==> src/verilog/psl_regs.vh <==
// register offsets, field positions and reset values of the strap latch
//
// Function
// - The three low management address bits are caught from their strap pins at reset release, giving any address 0 to 7.
// - With nothing strapped, the pin pulls make the caught management address 00001.
// - Management address bits 4 and 3 cannot be strapped and always read zero.
// - Address 00000 is this device's own unique address only when the zero-unique strap was caught high.
// - A low zero-unique strap makes address zero a broadcast address, a high one makes it unique.
// - The three mode strap bits are caught at reset release; 001 is RMII, 101 is RMII back-to-back, the rest are reserved.
// - The isolate strap seeds control bit 10, high enabling isolate and low (default) disabling it.
// - The speed strap seeds control bit 13 (high 100 Mbps, default) and the speed capability in the advertisement.
// - The duplex strap seeds control bit 8, high (default) half duplex and low full duplex.
// - The auto-negotiation strap seeds control bit 12, high (default) enabling and low disabling it.
// - The test-tree strap is caught; high (default) leaves NAND-tree mode off, low turns it on.
// - Each strap pin is a pulled input during reset and becomes an output for its normal use afterwards; here it stays an input while hold_input_r is set.
`ifndef PSL_REGS_VH
`define PSL_REGS_VH

`define PSL_OFS_STRAP_RAW     8'h00
`define PSL_OFS_CTRL_SEED     8'h04
`define PSL_OFS_ADV_SEED      8'h08
`define PSL_OFS_STATUS        8'h0C
`define PSL_OFS_PIN_CTRL      8'h10

`define PSL_NPIN              12
`define PSL_PIN_ADDR0         0
`define PSL_PIN_ADDR2         2
`define PSL_PIN_MODE0         3
`define PSL_PIN_MODE2         5
`define PSL_PIN_ISOLATE       6
`define PSL_PIN_SPEED         7
`define PSL_PIN_DUPLEX        8
`define PSL_PIN_AUTONEG       9
`define PSL_PIN_ZERO_UNIQUE   10
`define PSL_PIN_TEST_TREE_N   11

`define PSL_PULL_UP_MASK      12'hB81
`define PSL_STRAP_RST         12'hB81

`define PSL_CTRL_DUPLEX_BIT   8
`define PSL_CTRL_ISOLATE_BIT  10
`define PSL_CTRL_AUTONEG_BIT  12
`define PSL_CTRL_SPEED_BIT    13
`define PSL_ADV_SELECTOR      16'h0001
`define PSL_ADV_10HD_BIT      5
`define PSL_ADV_10FD_BIT      6
`define PSL_ADV_100HD_BIT     7
`define PSL_ADV_100FD_BIT     8

`define PSL_MODE_RMII         3'h1
`define PSL_MODE_B2B          3'h5

`define PSL_STAT_VALID_BIT    0
`define PSL_STAT_RSVD_BIT     1
`define PSL_STAT_RMII_BIT     2
`define PSL_STAT_B2B_BIT      3
`define PSL_STAT_BCAST_BIT    4
`define PSL_STAT_NAND_BIT     5
`define PSL_STAT_ADDR_LSB     8

`define PSL_PINCTRL_HOLD_BIT  0
`define PSL_PINCTRL_RST       32'h0000_0000

`define PSL_RESP_OKAY         2'h0
`define PSL_RESP_SLVERR       2'h2

`endif

==> src/verilog/psl_strap_latch.v <==
// strap capture, strap pin turnaround and axi4-lite status view
//
// Local design decisions: the address map and register access over AXI4-Lite.
`timescale 1ns/10ps
`include "psl_regs.vh"
module psl_strap_latch (
    aclk,
    aresetn,
    s_axi_awaddr,
    s_axi_awprot,
    s_axi_awvalid,
    s_axi_awready,
    s_axi_wdata,
    s_axi_wstrb,
    s_axi_wvalid,
    s_axi_wready,
    s_axi_bresp,
    s_axi_bvalid,
    s_axi_bready,
    s_axi_araddr,
    s_axi_arprot,
    s_axi_arvalid,
    s_axi_arready,
    s_axi_rdata,
    s_axi_rresp,
    s_axi_rvalid,
    s_axi_rready,
    strap_pin_in,
    strap_pin_out,
    strap_pin_oe_n,
    strap_pull_en,
    strap_pull_up,
    func_pin_out,
    func_pin_drive,
    mgmt_frame_addr,
    mgmt_addr,
    addr_match,
    addr_is_bcast,
    mode_code,
    mode_rmii,
    mode_b2b,
    mode_reserved,
    ctrl_seed,
    adv_seed,
    nand_tree_en,
    straps_valid
);
    input  wire        aclk;
    input  wire        aresetn;
    input  wire [7:0]  s_axi_awaddr;
    input  wire [2:0]  s_axi_awprot;
    input  wire        s_axi_awvalid;
    output wire        s_axi_awready;
    input  wire [31:0] s_axi_wdata;
    input  wire [3:0]  s_axi_wstrb;
    input  wire        s_axi_wvalid;
    output wire        s_axi_wready;
    output reg  [1:0]  s_axi_bresp;
    output reg         s_axi_bvalid;
    input  wire        s_axi_bready;
    input  wire [7:0]  s_axi_araddr;
    input  wire [2:0]  s_axi_arprot;
    input  wire        s_axi_arvalid;
    output wire        s_axi_arready;
    output reg  [31:0] s_axi_rdata;
    output reg  [1:0]  s_axi_rresp;
    output reg         s_axi_rvalid;
    input  wire        s_axi_rready;
    input  wire [11:0] strap_pin_in;
    output reg  [11:0] strap_pin_out;
    output wire [11:0] strap_pin_oe_n;
    output wire        strap_pull_en;
    output wire [11:0] strap_pull_up;
    input  wire [11:0] func_pin_out;
    input  wire [11:0] func_pin_drive;
    input  wire [4:0]  mgmt_frame_addr;
    output wire [4:0]  mgmt_addr;
    output reg         addr_match;
    output wire        addr_is_bcast;
    output wire [2:0]  mode_code;
    output wire        mode_rmii;
    output wire        mode_b2b;
    output wire        mode_reserved;
    output wire [15:0] ctrl_seed;
    output wire [15:0] adv_seed;
    output wire        nand_tree_en;
    output wire        straps_valid;

    wire [11:0] pin_sync;
    reg         in_reset_r;
    reg  [11:0] strap_r;
    reg         valid_r;
    reg         hold_input_r;
    wire        capture;
    wire        release_pins;
    wire        speed100;
    reg         mode_rmii_r;
    reg         mode_b2b_r;
    reg         mode_rsvd_r;
    reg         bcast_r;
    reg         nand_r;
    wire [2:0]  mode_pins;
    localparam [11:0] STRAP_RST = `PSL_STRAP_RST;
    localparam [2:0]  RST_MODE  = STRAP_RST[`PSL_PIN_MODE2:`PSL_PIN_MODE0];

    // board pins come from outside the clock domain
    psl_sync2 #(
        .WIDTH (`PSL_NPIN)
    ) u_pin_sync (
        .aclk (aclk),
        .d    (strap_pin_in),
        .q    (pin_sync)
    );

    // ------------------------------------------------------------------
    // strap capture
    // ------------------------------------------------------------------
    always @(posedge aclk)
    begin
        if (!aresetn)
            in_reset_r <= 1'b1;
        else
            in_reset_r <= 1'b0;
    end

    // first edge with reset high after a reset period
    assign capture = aresetn & in_reset_r;

    always @(posedge aclk)
    begin
        if (!aresetn)
        begin
            strap_r <= `PSL_STRAP_RST;
            valid_r <= 1'b0;
        end
        else if (capture)
        begin
            strap_r <= pin_sync;
            valid_r <= 1'b1;
        end
    end

    // decodes are registered at capture so the flags leave on flops, not gates
    assign mode_pins = pin_sync[`PSL_PIN_MODE2:`PSL_PIN_MODE0];

    always @(posedge aclk)
    begin
        if (!aresetn)
        begin
            mode_rmii_r <= (RST_MODE == `PSL_MODE_RMII);
            mode_b2b_r  <= (RST_MODE == `PSL_MODE_B2B);
            mode_rsvd_r <= (RST_MODE != `PSL_MODE_RMII) && (RST_MODE != `PSL_MODE_B2B);
            bcast_r     <= ~STRAP_RST[`PSL_PIN_ZERO_UNIQUE];
            nand_r      <= ~STRAP_RST[`PSL_PIN_TEST_TREE_N];
        end
        else if (capture)
        begin
            mode_rmii_r <= (mode_pins == `PSL_MODE_RMII);
            mode_b2b_r  <= (mode_pins == `PSL_MODE_B2B);
            mode_rsvd_r <= (mode_pins != `PSL_MODE_RMII) && (mode_pins != `PSL_MODE_B2B);
            bcast_r     <= ~pin_sync[`PSL_PIN_ZERO_UNIQUE];
            nand_r      <= ~pin_sync[`PSL_PIN_TEST_TREE_N];
        end
    end

    assign straps_valid = valid_r;

    // ------------------------------------------------------------------
    // pin turnaround: pulled inputs until capture, then normal outputs unless hold_input_r is set
    // ------------------------------------------------------------------
    assign release_pins   = valid_r & ~hold_input_r;
    assign strap_pull_en  = ~valid_r;
    assign strap_pull_up  = `PSL_PULL_UP_MASK;
    assign strap_pin_oe_n = ~({`PSL_NPIN{release_pins}} & func_pin_drive);

    always @(posedge aclk)
    begin
        if (!aresetn)
            strap_pin_out <= 12'h000;
        else
            strap_pin_out <= func_pin_out;
    end

    // ------------------------------------------------------------------
    // decoded strap values
    // ------------------------------------------------------------------
    // upper address bits are not strappable
    assign mgmt_addr = {2'b00, strap_r[`PSL_PIN_ADDR2:`PSL_PIN_ADDR0]};

    assign addr_is_bcast = bcast_r;

    // address zero hits either as broadcast or, with all three address straps low, as our own
    always @(posedge aclk)
    begin
        if (!aresetn)
            addr_match <= 1'b0;
        else if (mgmt_frame_addr == 5'h00)
            addr_match <= valid_r & (addr_is_bcast | (mgmt_addr == 5'h00));
        else
            addr_match <= valid_r & (mgmt_frame_addr == mgmt_addr);
    end

    assign mode_code     = strap_r[`PSL_PIN_MODE2:`PSL_PIN_MODE0];
    assign mode_rmii     = mode_rmii_r;
    assign mode_b2b      = mode_b2b_r;
    assign mode_reserved = mode_rsvd_r;

    assign nand_tree_en = nand_r;

    assign speed100 = strap_r[`PSL_PIN_SPEED];

    // control register seed: only the strapped bits are set here
    assign ctrl_seed = (16'h0000
                        | ({15'h0000, speed100} << `PSL_CTRL_SPEED_BIT)
                        | ({15'h0000, strap_r[`PSL_PIN_AUTONEG]} << `PSL_CTRL_AUTONEG_BIT)
                        | ({15'h0000, strap_r[`PSL_PIN_ISOLATE]} << `PSL_CTRL_ISOLATE_BIT)
                        | ({15'h0000, strap_r[`PSL_PIN_DUPLEX]} << `PSL_CTRL_DUPLEX_BIT));

    // 10 Mbps abilities always offered, 100 Mbps only with the speed strap high
    assign adv_seed = (`PSL_ADV_SELECTOR
                       | (16'h0001 << `PSL_ADV_10HD_BIT)
                       | (16'h0001 << `PSL_ADV_10FD_BIT)
                       | ({15'h0000, speed100} << `PSL_ADV_100HD_BIT)
                       | ({15'h0000, speed100} << `PSL_ADV_100FD_BIT));

    // ------------------------------------------------------------------
    // axi4-lite write channel
    // ------------------------------------------------------------------
    reg        aw_held_r;
    reg [7:0]  aw_addr_r;
    reg        w_held_r;
    reg [31:0] w_data_r;
    reg [3:0]  w_strb_r;
    wire       do_write;
    wire       wr_to_pin_ctrl;
    wire       wr_to_ro;

    // word offsets cut to the decoded address bits [7:2]
    localparam [7:0] OFS_STRAP_RAW = `PSL_OFS_STRAP_RAW;
    localparam [7:0] OFS_CTRL_SEED = `PSL_OFS_CTRL_SEED;
    localparam [7:0] OFS_ADV_SEED  = `PSL_OFS_ADV_SEED;
    localparam [7:0] OFS_STATUS    = `PSL_OFS_STATUS;
    localparam [7:0] OFS_PIN_CTRL  = `PSL_OFS_PIN_CTRL;
    localparam [5:0] IDX_STRAP_RAW = OFS_STRAP_RAW[7:2];
    localparam [5:0] IDX_CTRL_SEED = OFS_CTRL_SEED[7:2];
    localparam [5:0] IDX_ADV_SEED  = OFS_ADV_SEED[7:2];
    localparam [5:0] IDX_STATUS    = OFS_STATUS[7:2];
    localparam [5:0] IDX_PIN_CTRL  = OFS_PIN_CTRL[7:2];

    // each of address and data is taken once and parked until both are here
    assign s_axi_awready = ~aw_held_r & ~s_axi_bvalid;
    assign s_axi_wready  = ~w_held_r & ~s_axi_bvalid;
    assign do_write      = aw_held_r & w_held_r & ~s_axi_bvalid;

    // read-only words ignore the data but still answer okay
    assign wr_to_pin_ctrl = (aw_addr_r[7:2] == IDX_PIN_CTRL);
    assign wr_to_ro       = (aw_addr_r[7:2] == IDX_STRAP_RAW) ||
                            (aw_addr_r[7:2] == IDX_CTRL_SEED) ||
                            (aw_addr_r[7:2] == IDX_ADV_SEED)  ||
                            (aw_addr_r[7:2] == IDX_STATUS);

    always @(posedge aclk)
    begin
        if (!aresetn)
        begin
            aw_held_r <= 1'b0;
            aw_addr_r <= 8'h00;
            w_held_r  <= 1'b0;
            w_data_r  <= 32'h0000_0000;
            w_strb_r  <= 4'h0;
        end
        else
        begin
            if (s_axi_awvalid && s_axi_awready)
            begin
                aw_held_r <= 1'b1;
                aw_addr_r <= s_axi_awaddr;
            end
            else if (do_write)
                aw_held_r <= 1'b0;
            if (s_axi_wvalid && s_axi_wready)
            begin
                w_held_r <= 1'b1;
                w_data_r <= s_axi_wdata;
                w_strb_r <= s_axi_wstrb;
            end
            else if (do_write)
                w_held_r <= 1'b0;
        end
    end

    always @(posedge aclk)
    begin
        if (!aresetn)
        begin
            hold_input_r <= 1'b0;
            s_axi_bvalid <= 1'b0;
            s_axi_bresp  <= `PSL_RESP_OKAY;
        end
        else if (do_write)
        begin
            s_axi_bvalid <= 1'b1;
            if (wr_to_pin_ctrl)
            begin
                s_axi_bresp <= `PSL_RESP_OKAY;
                if (w_strb_r[0])
                    hold_input_r <= w_data_r[`PSL_PINCTRL_HOLD_BIT];
            end
            else if (wr_to_ro)
                s_axi_bresp <= `PSL_RESP_OKAY; // read-only, write ignored
            else
                s_axi_bresp <= `PSL_RESP_SLVERR;
        end
        else if (s_axi_bvalid && s_axi_bready)
            s_axi_bvalid <= 1'b0;
    end

    // ------------------------------------------------------------------
    // axi4-lite read channel
    // ------------------------------------------------------------------
    reg [31:0] rd_data;
    reg        rd_err;
    wire [31:0] status_word;

    assign s_axi_arready = ~s_axi_rvalid;

    assign status_word = {16'h0000, 3'b000, mgmt_addr, 2'b00,
                          nand_tree_en, addr_is_bcast, mode_b2b, mode_rmii,
                          mode_reserved, valid_r};

    always @*
    begin
        rd_data = 32'h0000_0000;
        rd_err  = 1'b0;
        case (s_axi_araddr[7:2])
            IDX_STRAP_RAW: rd_data = {20'h0_0000, strap_r};
            IDX_CTRL_SEED: rd_data = {16'h0000, ctrl_seed};
            IDX_ADV_SEED:  rd_data = {16'h0000, adv_seed};
            IDX_STATUS:    rd_data = status_word;
            IDX_PIN_CTRL:  rd_data = {31'h0000_0000, hold_input_r};
            default:                 rd_err  = 1'b1;
        endcase
    end

    always @(posedge aclk)
    begin
        if (!aresetn)
        begin
            s_axi_rvalid <= 1'b0;
            s_axi_rdata  <= 32'h0000_0000;
            s_axi_rresp  <= `PSL_RESP_OKAY;
        end
        else if (s_axi_arvalid && s_axi_arready)
        begin
            s_axi_rvalid <= 1'b1;
            s_axi_rdata  <= rd_data;
            s_axi_rresp  <= rd_err ? `PSL_RESP_SLVERR : `PSL_RESP_OKAY;
        end
        else if (s_axi_rvalid && s_axi_rready)
            s_axi_rvalid <= 1'b0;
    end

endmodule // psl_strap_latch

==> src/verilog/psl_sync2.v <==
// two-flop synchroniser for a group of pin levels
`timescale 1ns/10ps
module psl_sync2 #(
    parameter WIDTH = 1
) (
    aclk,
    d,
    q
);
    input  wire             aclk;
    input  wire [WIDTH-1:0] d;
    output reg  [WIDTH-1:0] q;

    reg [WIDTH-1:0] meta_r;

    // no reset: the straps must be tracked while reset is held
    always @(posedge aclk)
    begin
        meta_r <= d;
        q      <= meta_r;
    end
endmodule // psl_sync2
==> config.mk <==
export PLATFORM = sky130hd
export DESIGN_NAME = psl_strap_latch
export DESIGN_NICKNAME = d
export VERILOG_FILES = /design/src/verilog/psl_strap_latch.v /design/src/verilog/psl_sync2.v
export VERILOG_INCLUDE_DIRS = /design/src /design/src/verilog
export SDC_FILE = /design/constraint.sdc
export NUM_CORES = 1
export LEC_CHECK = 0
export BUFFER_PORTS_ARGS = -buffer_cell sky130_fd_sc_hd__buf_2
export CAP_MARGIN = 20
export CORE_UTILIZATION = 30
export CTS_CLUSTER_DIAMETER = 100
export DETAILED_ROUTE_END_ITERATION = 10
export GPL_ROUTABILITY_DRIVEN = 0
export PLACE_DENSITY = 0.69
export SLEW_MARGIN = 20
export SYNTH_ARGS = -nofsm -noshare
export SYNTH_HDL_FRONTEND = slang
export SYNTH_SLANG_ARGS = --single-unit
==> constraint.sdc <==
create_clock -name aclk -period 1.51 [get_ports aclk]
set_clock_uncertainty 0.05 [all_clocks]
set_input_delay 0.302 -clock aclk [delete_from_list [all_inputs] [get_ports aclk]]
set_output_delay 0.302 -clock aclk [all_outputs]
set_load 0.05 [all_outputs]
==> results of run 1 <==
-- kinds of logic after synthesis --
| group | Yosys count |
|---|---|
| simple gates | 106 |
| buf+inv | 94 |
| flops | 85 |
| compound gates | 42 |
| mux | 21 |
| xor+xnor | 2 |
| other cells | 2 |
-- final cells by class --
cell class / count / area [µm²] / share of cell area
clock inverters: 4 / 48.8 / 0.0109
repair buffers: 138 / 881 / 0.197
clock buffers: 12 / 236 / 0.0528
well taps: 140 / 175 / 0.0391
inverters: 6 / 26.3 / 0.00587
flip-flops and latches: 85 / 1710 / 0.381
multi-input cells: 231 / 1400 / 0.313
-- stage by stage --
step                std cells  hold slack, ns  total power, µW   util  cell area (µm²)
CTS                       616         0.00569             5710  0.406             4460
floorplan                 410           0.260             3470      -             3780
detailed placement        597           0.262             3550  0.365             4010
global route              616         0.00108             5900  0.408             4480
global placement          597           0.260             3530  0.365             4010
finish                    616          0.0166             5660  0.408             4480
-- registers in the layout, indices dropped and copies added (netlist names), 6 cells and up --
signal,cells
s_axi_rdata,14
strap_pin_out,12
strap_r,12
u_pin_sync.meta_r,12
u_pin_sync.q,12
aw_addr_r,6
-- worst max-delay path by stage --
stage	slack (ns)	to	depth (start not counted)	from
after global routing	-0.23	strap_pin_oe_n[0]	5	straps_valid
after global placement	0.03	s_axi_rdata[8]	6	s_axi_araddr[7]
after CTS	-0.25	strap_pin_oe_n[8]	5	straps_valid
after detailed placement	0.02	s_axi_rdata[8]	6	s_axi_araddr[7]
final	-0.18	strap_pin_oe_n[1]	5	straps_valid
after floorplan	-0.14	strap_pin_oe_n[10]	4	straps_valid
-- timing repair --
item                                    in CTS  in global routing
endpoints found under the setup margin      12                 15
cloned                                       1                  0
setup buffers                                2                  0
pin swaps                                   10                  2
resized for setup                           37                  7
hold endpoints to repair                     0                  0
-- worst max-delay path: stages, from the launching register on --
cell and delay (ns):
dfxtp_4 0.35, clkinvlp_4 0.10, nor2_4 0.16, clkbuf_16 0.20, nand2_4 0.05, buf_8 0.14
-- metal layers --
| layer | GRT usage | vias up | wire length [µm] | part of all wire |
|---|---|---|---|---|
| li1 | - | 1265 | - | - |
| met5 | 0 | - | 9 | 0.0012 |
| met3 | 0.0484 | 12 | 670 | 0.086 |
| met2 | 0.244 | 150 | 4010 | 0.52 |
| met1 | 0.138 | 1187 | 2940 | 0.38 |
| met4 | 0.0579 | 2 | 125 | 0.016 |
-- power by group through the flow --
| stage | clock (µW) | sequential [µW] | combinational (µW) |
|---|---|---|---|
| 3_3_place_gp | 0 | 2470 | 1060 |
| 4_1_cts | 2150 | 2420 | 1140 |
| 6_report | 2100 | 2420 | 1140 |
| 3_5_place_dp | 0 | 2470 | 1080 |
| 5_1_grt | 2250 | 2430 | 1210 |
| 2_1_floorplan | 0 | 2570 | 897 |
-- placed cells by master, fill, tap and decap left out, drive strengths merged, types with 4 or more instances in the layout --
master and instances:
a21oi 11, a22o 6, a22oi 7, a32oi 4, and2 15, buf 136, clkbuf 14, conb 60
dfxtp 85, inv 5, mux2i 21, nand2 25, nand2b 10, nand3 5, nor2 38, o21ai 8
==> out/qor.yml, run 1 <==
startpoint_type: "flip-flop"
port_buffers: 126
vias: 2616
ir_worst_vdd_mv: 0.976
syn_area_per_cell_um2: 9.75
diodes: 0
dpl.hpwl_mm: 5.91
synth_area_leaders: "dfxtp_1 (50%), buf_4 (16%), mux2i_1 (6.1%)"
cts_buffers: 9
async_flop_share: 0
drc_errors: 0
drv_cap: 0
synth_fa_ha_area_frac: 0
fill_cells: 1064
h-tree-depth: 3
leakage_uw: 0.00218
synth_area_mm2: 0.00343
rsz0062_at_grt: "true"
synth-seq-cells: 85
clock_path_buffers: 2
holdBufCountCts: 0
synth_top_area_share: 0.496
path_class: "flip-flop to primary output"
hp-start: "strap_pin_in[9]"
ant_nets: 0
maxSlewViolCount: 0
synth_top_family_by_area: "buffers and inverters"
postSynthCellCount: 352
routed_wirelength_mm: 7.76
min_path_cells: 1
setup_tns_ns: -1.97
drt-initial-drc-count: 116
synth-edff-count: 0
grt_pass1_wl_mm: 11.8
synthSimpleGateAreaFrac: 0.154
hold_viol_final: 0
violations: "negative setup slack"
root_buffer: "clkbuf_16"
p_seq_frac: 0.428
area_growth_pct: 30.5
clkLatencyLatePin_ns: 0.33
synthXorXnorAreaFrac: 0.00511
dieArea_mm2: 0.0119
min_to: "u_pin_sync.meta_r[9]"
finalSetupViolCount: 12
hold_path_class: "primary input to flip-flop"
synthTopCellsByCount: "dfxtp_1 (85), buf_4 (75), nor2_1 (37)"
ys_types: 40
core-area_mm2: 0.0110
path_max_fanout: 6
first_pass_iters: 4
status: "finished with violations"
initial_utilization: 0.312
required_ns: 1.16
tritoncts: "done"
num_io_pins: 231
switching_share: 0.308
yosysMostFrequentCell: "dfxtp_1"
fmax_mhz: 592
cts.sinks: 85
yosys_warnings: 0
p_int_uw: 3920
p_comb_frac: 0.201
yosysTopAreaCell: "dfxtp_1"
reg2reg_slack_ns: 0.10
power.share.clock: 0.371
overflow: 0
r2r-end: "addr_match"
muxShareOfSynthArea: 0.0613
antenna_found_initial: 1
layout.nets: 577
die_h_um: 109
path_clk_slew_ns: 0.06
dp_slack_ns: 0.0222
critPathArrivalTime_ns: 1.34
setup_slack_ns: -0.179
final.period_utilization: 1.12
power.density_mw_per_mm2: 1260
wl_per_cell_um: 12.6
first_global_vias: 2473
grt_use_total: 0.135
synth-main-ff-cell: "dfxtp_1"
yosysSeqAreaShare: 0.496
switchingPower_uw: 1740
synth_compound_area_frac: 0.0879
worstReg2RegStart: "straps_valid"
end_kind: "primary output"
drive_gt1_frac: 0.372
avgViaCountPerCell: 4.25
r2r_cells: 4
die_w_um: 109
rows: 38
grt_start_max_net_pins: 25
fin_crit_ns: 1.69
Power figures use the tool's default switching activity.
==> run 2, diff against run 1 <==
Settings changed: ABC_AREA from default to 1, CTS_BUF_LIST from default to sky130_fd_sc_hd__clkbuf_8 sky130_fd_sc_hd__clkbuf_16, PLACE_DENSITY 0.69 to 0.6.
==> run 2 against run 1 <==
The flow still finishes with violations (negative setup slack). Count of clock-buffer cells in the layout shrank 1. Total power shrank 6.9%. Wire length shrank 0.58%. Fmax shrank 2.5%. Clock power shrank 21%. Critical path depth is the same. Cell area grew 0.14%. Register-to-register slack gained 0.15 ns. Global-route usage shrank 0.23 points. Die area shrank 1.5%. Sequential share of layout area shrank 0.081 points. Critical endpoint is now strap_pin_oe_n[10]. Highest routed layer is now met4.
==> out/qor.yml, run 2 <==
status: "finished with violations"
violations: "negative setup slack"
grt_start_max_net_pins: 25
required_ns: 1.16
antenna_found_initial: 0
synth_area_mm2: 0.00338
r2r_cells: 5
final.period_utilization: 1.15
final_common_cell: "buf_2"
die_w_um: 108
async_flop_share: 0
power.density_mw_per_mm2: 1180
diodes: 0
path_max_fanout: 6
grt_pass1_wl_mm: 11.5
drc_errors: 0
h-tree-depth: 3
dieArea_mm2: 0.0117
synth-seq-cells: 85
drv_cap: 0
dpl.hpwl_mm: 5.89
routed_wirelength_mm: 7.71
num_io_pins: 231
maxSlewViolCount: 0
initial_utilization: 0.310
postSynthCellCount: 409
fin_crit_ns: 1.73
tritoncts: "done"
grt_use_total: 0.132
final_area_mm2: 0.00448
placed_area_mm2: 0.00399
cts.sinks: 85
top_register: "s_axi_rdata"
wl_per_cell_um: 11.1
dp_cells: 660
first_pass_iters: 4
path_class: "flip-flop to primary output"
ys_types: 27
synth_top_area_share: 0.504
ir_worst_vdd_mv: 0.580
ant_nets: 0
synth-main-ff-cell: "dfxtp_1"
leakage_uw: 0.00231
startpoint_type: "flip-flop"
clkLatencyLatePin_ns: 0.36
yosysTopAreaCell: "dfxtp_1"
first_global_vias: 2430
synth_area_leaders: "dfxtp_1 (50%), buf_4 (16%), nand2_1 (8.6%)"
port_buffers: 126
fill_cells: 1123
synthTopCellsByCount: "dfxtp_1 (85), nand2_1 (77), buf_4 (73)"
cts_buffers: 9
yosys_warnings: 0
root_buffer: "clkbuf_8"
reg2reg_slack_ns: 0.25
drive_gt1_frac: 0.335
hold_path_class: "primary input to flip-flop"
rows: 38
area_growth_pct: 32.7
overflow: 0
synth-edff-count: 0
largest_reg_flops: 14
die_h_um: 108
core-area_mm2: 0.0109
setup_slack_ns: -0.222
cp-endpoint: "strap_pin_oe_n[10]"
finalSetupViolCount: 13
r2r-end: "addr_match"
layout_common_cells: "buf_2 (110), dfxtp_1 (83), nand2_1 (65)"
layout.nets: 653
fin_util: 0.412
worstReg2RegStart: "straps_valid"
syn_area_per_cell_um2: 8.26
yosysSeqAreaShare: 0.504
fmax_mhz: 577
drt-initial-drc-count: 114
avgViaCountPerCell: 4.05
end_kind: "primary output"
dp_slack_ns: 0.0648
vias: 2804
finalNonFillerCells: 692
timing.critical_path.from: "straps_valid"
path_clk_slew_ns: 0.09
clock_path_buffers: 2
rsz0062_at_grt: "true"
yosysMostFrequentCell: "dfxtp_1"
critPathArrivalTime_ns: 1.38
hold_viol_final: 0
run 2: changes by cell type after synthesis, sizes merged, moves of 10 or more:
cell,previous run,this run
inv,6,44
nand2,25,79
o21ai,8,23
a21oi,11,26
nand2b,10,0
and2,15,0
mux2i,21,0
run 2: area by class of cell:
type	instances	area, µm²	share of cell area
Timing Repair Buffer	150	971	0.217
Sequential cell	85	1710	0.381
Clock buffer	11	163	0.0363
Multi-Input combinational cell	257	1250	0.279
Clock inverter	5	46.3	0.0103
Inverter	44	169	0.0377
Tap cell	140	175	0.0391
run 2: what timing repair did:
item                                    4_1_cts  5_1_grt
cloned                                        1        0
gates resized for setup                      35        4
buffers inserted                              2        1
pin swaps                                     1        1
endpoints found under the setup margin       14       14
hold endpoints to repair                     12        0
hold buffers                                 12        0
run 2: through the flow:
step                hold slack, ns  total power [µW]  TNS, ns
floorplan                    0.260              3480    -1.73
global route                0.0498              5550    -3.74
detailed placement           0.262              3570        0
finish                      0.0777              5270    -2.54
global placement             0.261              3560        0
CTS                         0.0530              5340    -3.67
run 2: worst max-delay path: stages (launching register included):
cell and delay [ns]:
dfxtp_4 0.37, clkinvlp_4 0.11, nor2_4 0.16, clkbuf_16 0.20
nand2_4 0.05, buf_6 0.14
run 2: kinds of logic (layout without fill, tap and decap cells):
group           after synthesis  in the layout  share of synthesized area
xor+xnor                      3              3                    0.00778
simple gates                133            133                      0.163
compound gates               61             61                      0.100
other cells                   2             60                    0.00222
buf+inv                     125            210                      0.224
flops                        85             85                      0.504
run 2: worst min path at each step:
stage                                  end            startpoint  cells after the start  slack, ns
after floorplan            u_pin_sync.q[0]  u_pin_sync.meta_r[0]                      0       0.26
after global placement     u_pin_sync.q[3]  u_pin_sync.meta_r[3]                      0       0.26
after detailed placement   u_pin_sync.q[7]  u_pin_sync.meta_r[7]                      0       0.26
after CTS                 strap_pin_out[1]       func_pin_out[1]                      3       0.05
after global routing      strap_pin_out[1]       func_pin_out[1]                      3       0.05
final                     strap_pin_out[2]       func_pin_out[2]                      3       0.08
run 2: power by group:
part | leakage, µW | switching (µW) | internal (µW) | total, µW
Combinational | 0.00150 | 901 | 296 | 1200
Sequential | 0.000705 | 60.4 | 2360 | 2420
Clock | 0.000108 | 879 | 776 | 1660
Total | 0.00231 | 1840 | 3430 | 5270
run 2: metal layers:
layer,global-route usage,share of wire,wire length (µm),vias to the layer above
met4,0.0587,0.016,123,0
met2,0.226,0.49,3770,130
met3,0.0344,0.068,525,9
met1,0.155,0.43,3290,1247
met5,0,0,0,-
li1,-,-,-,1418
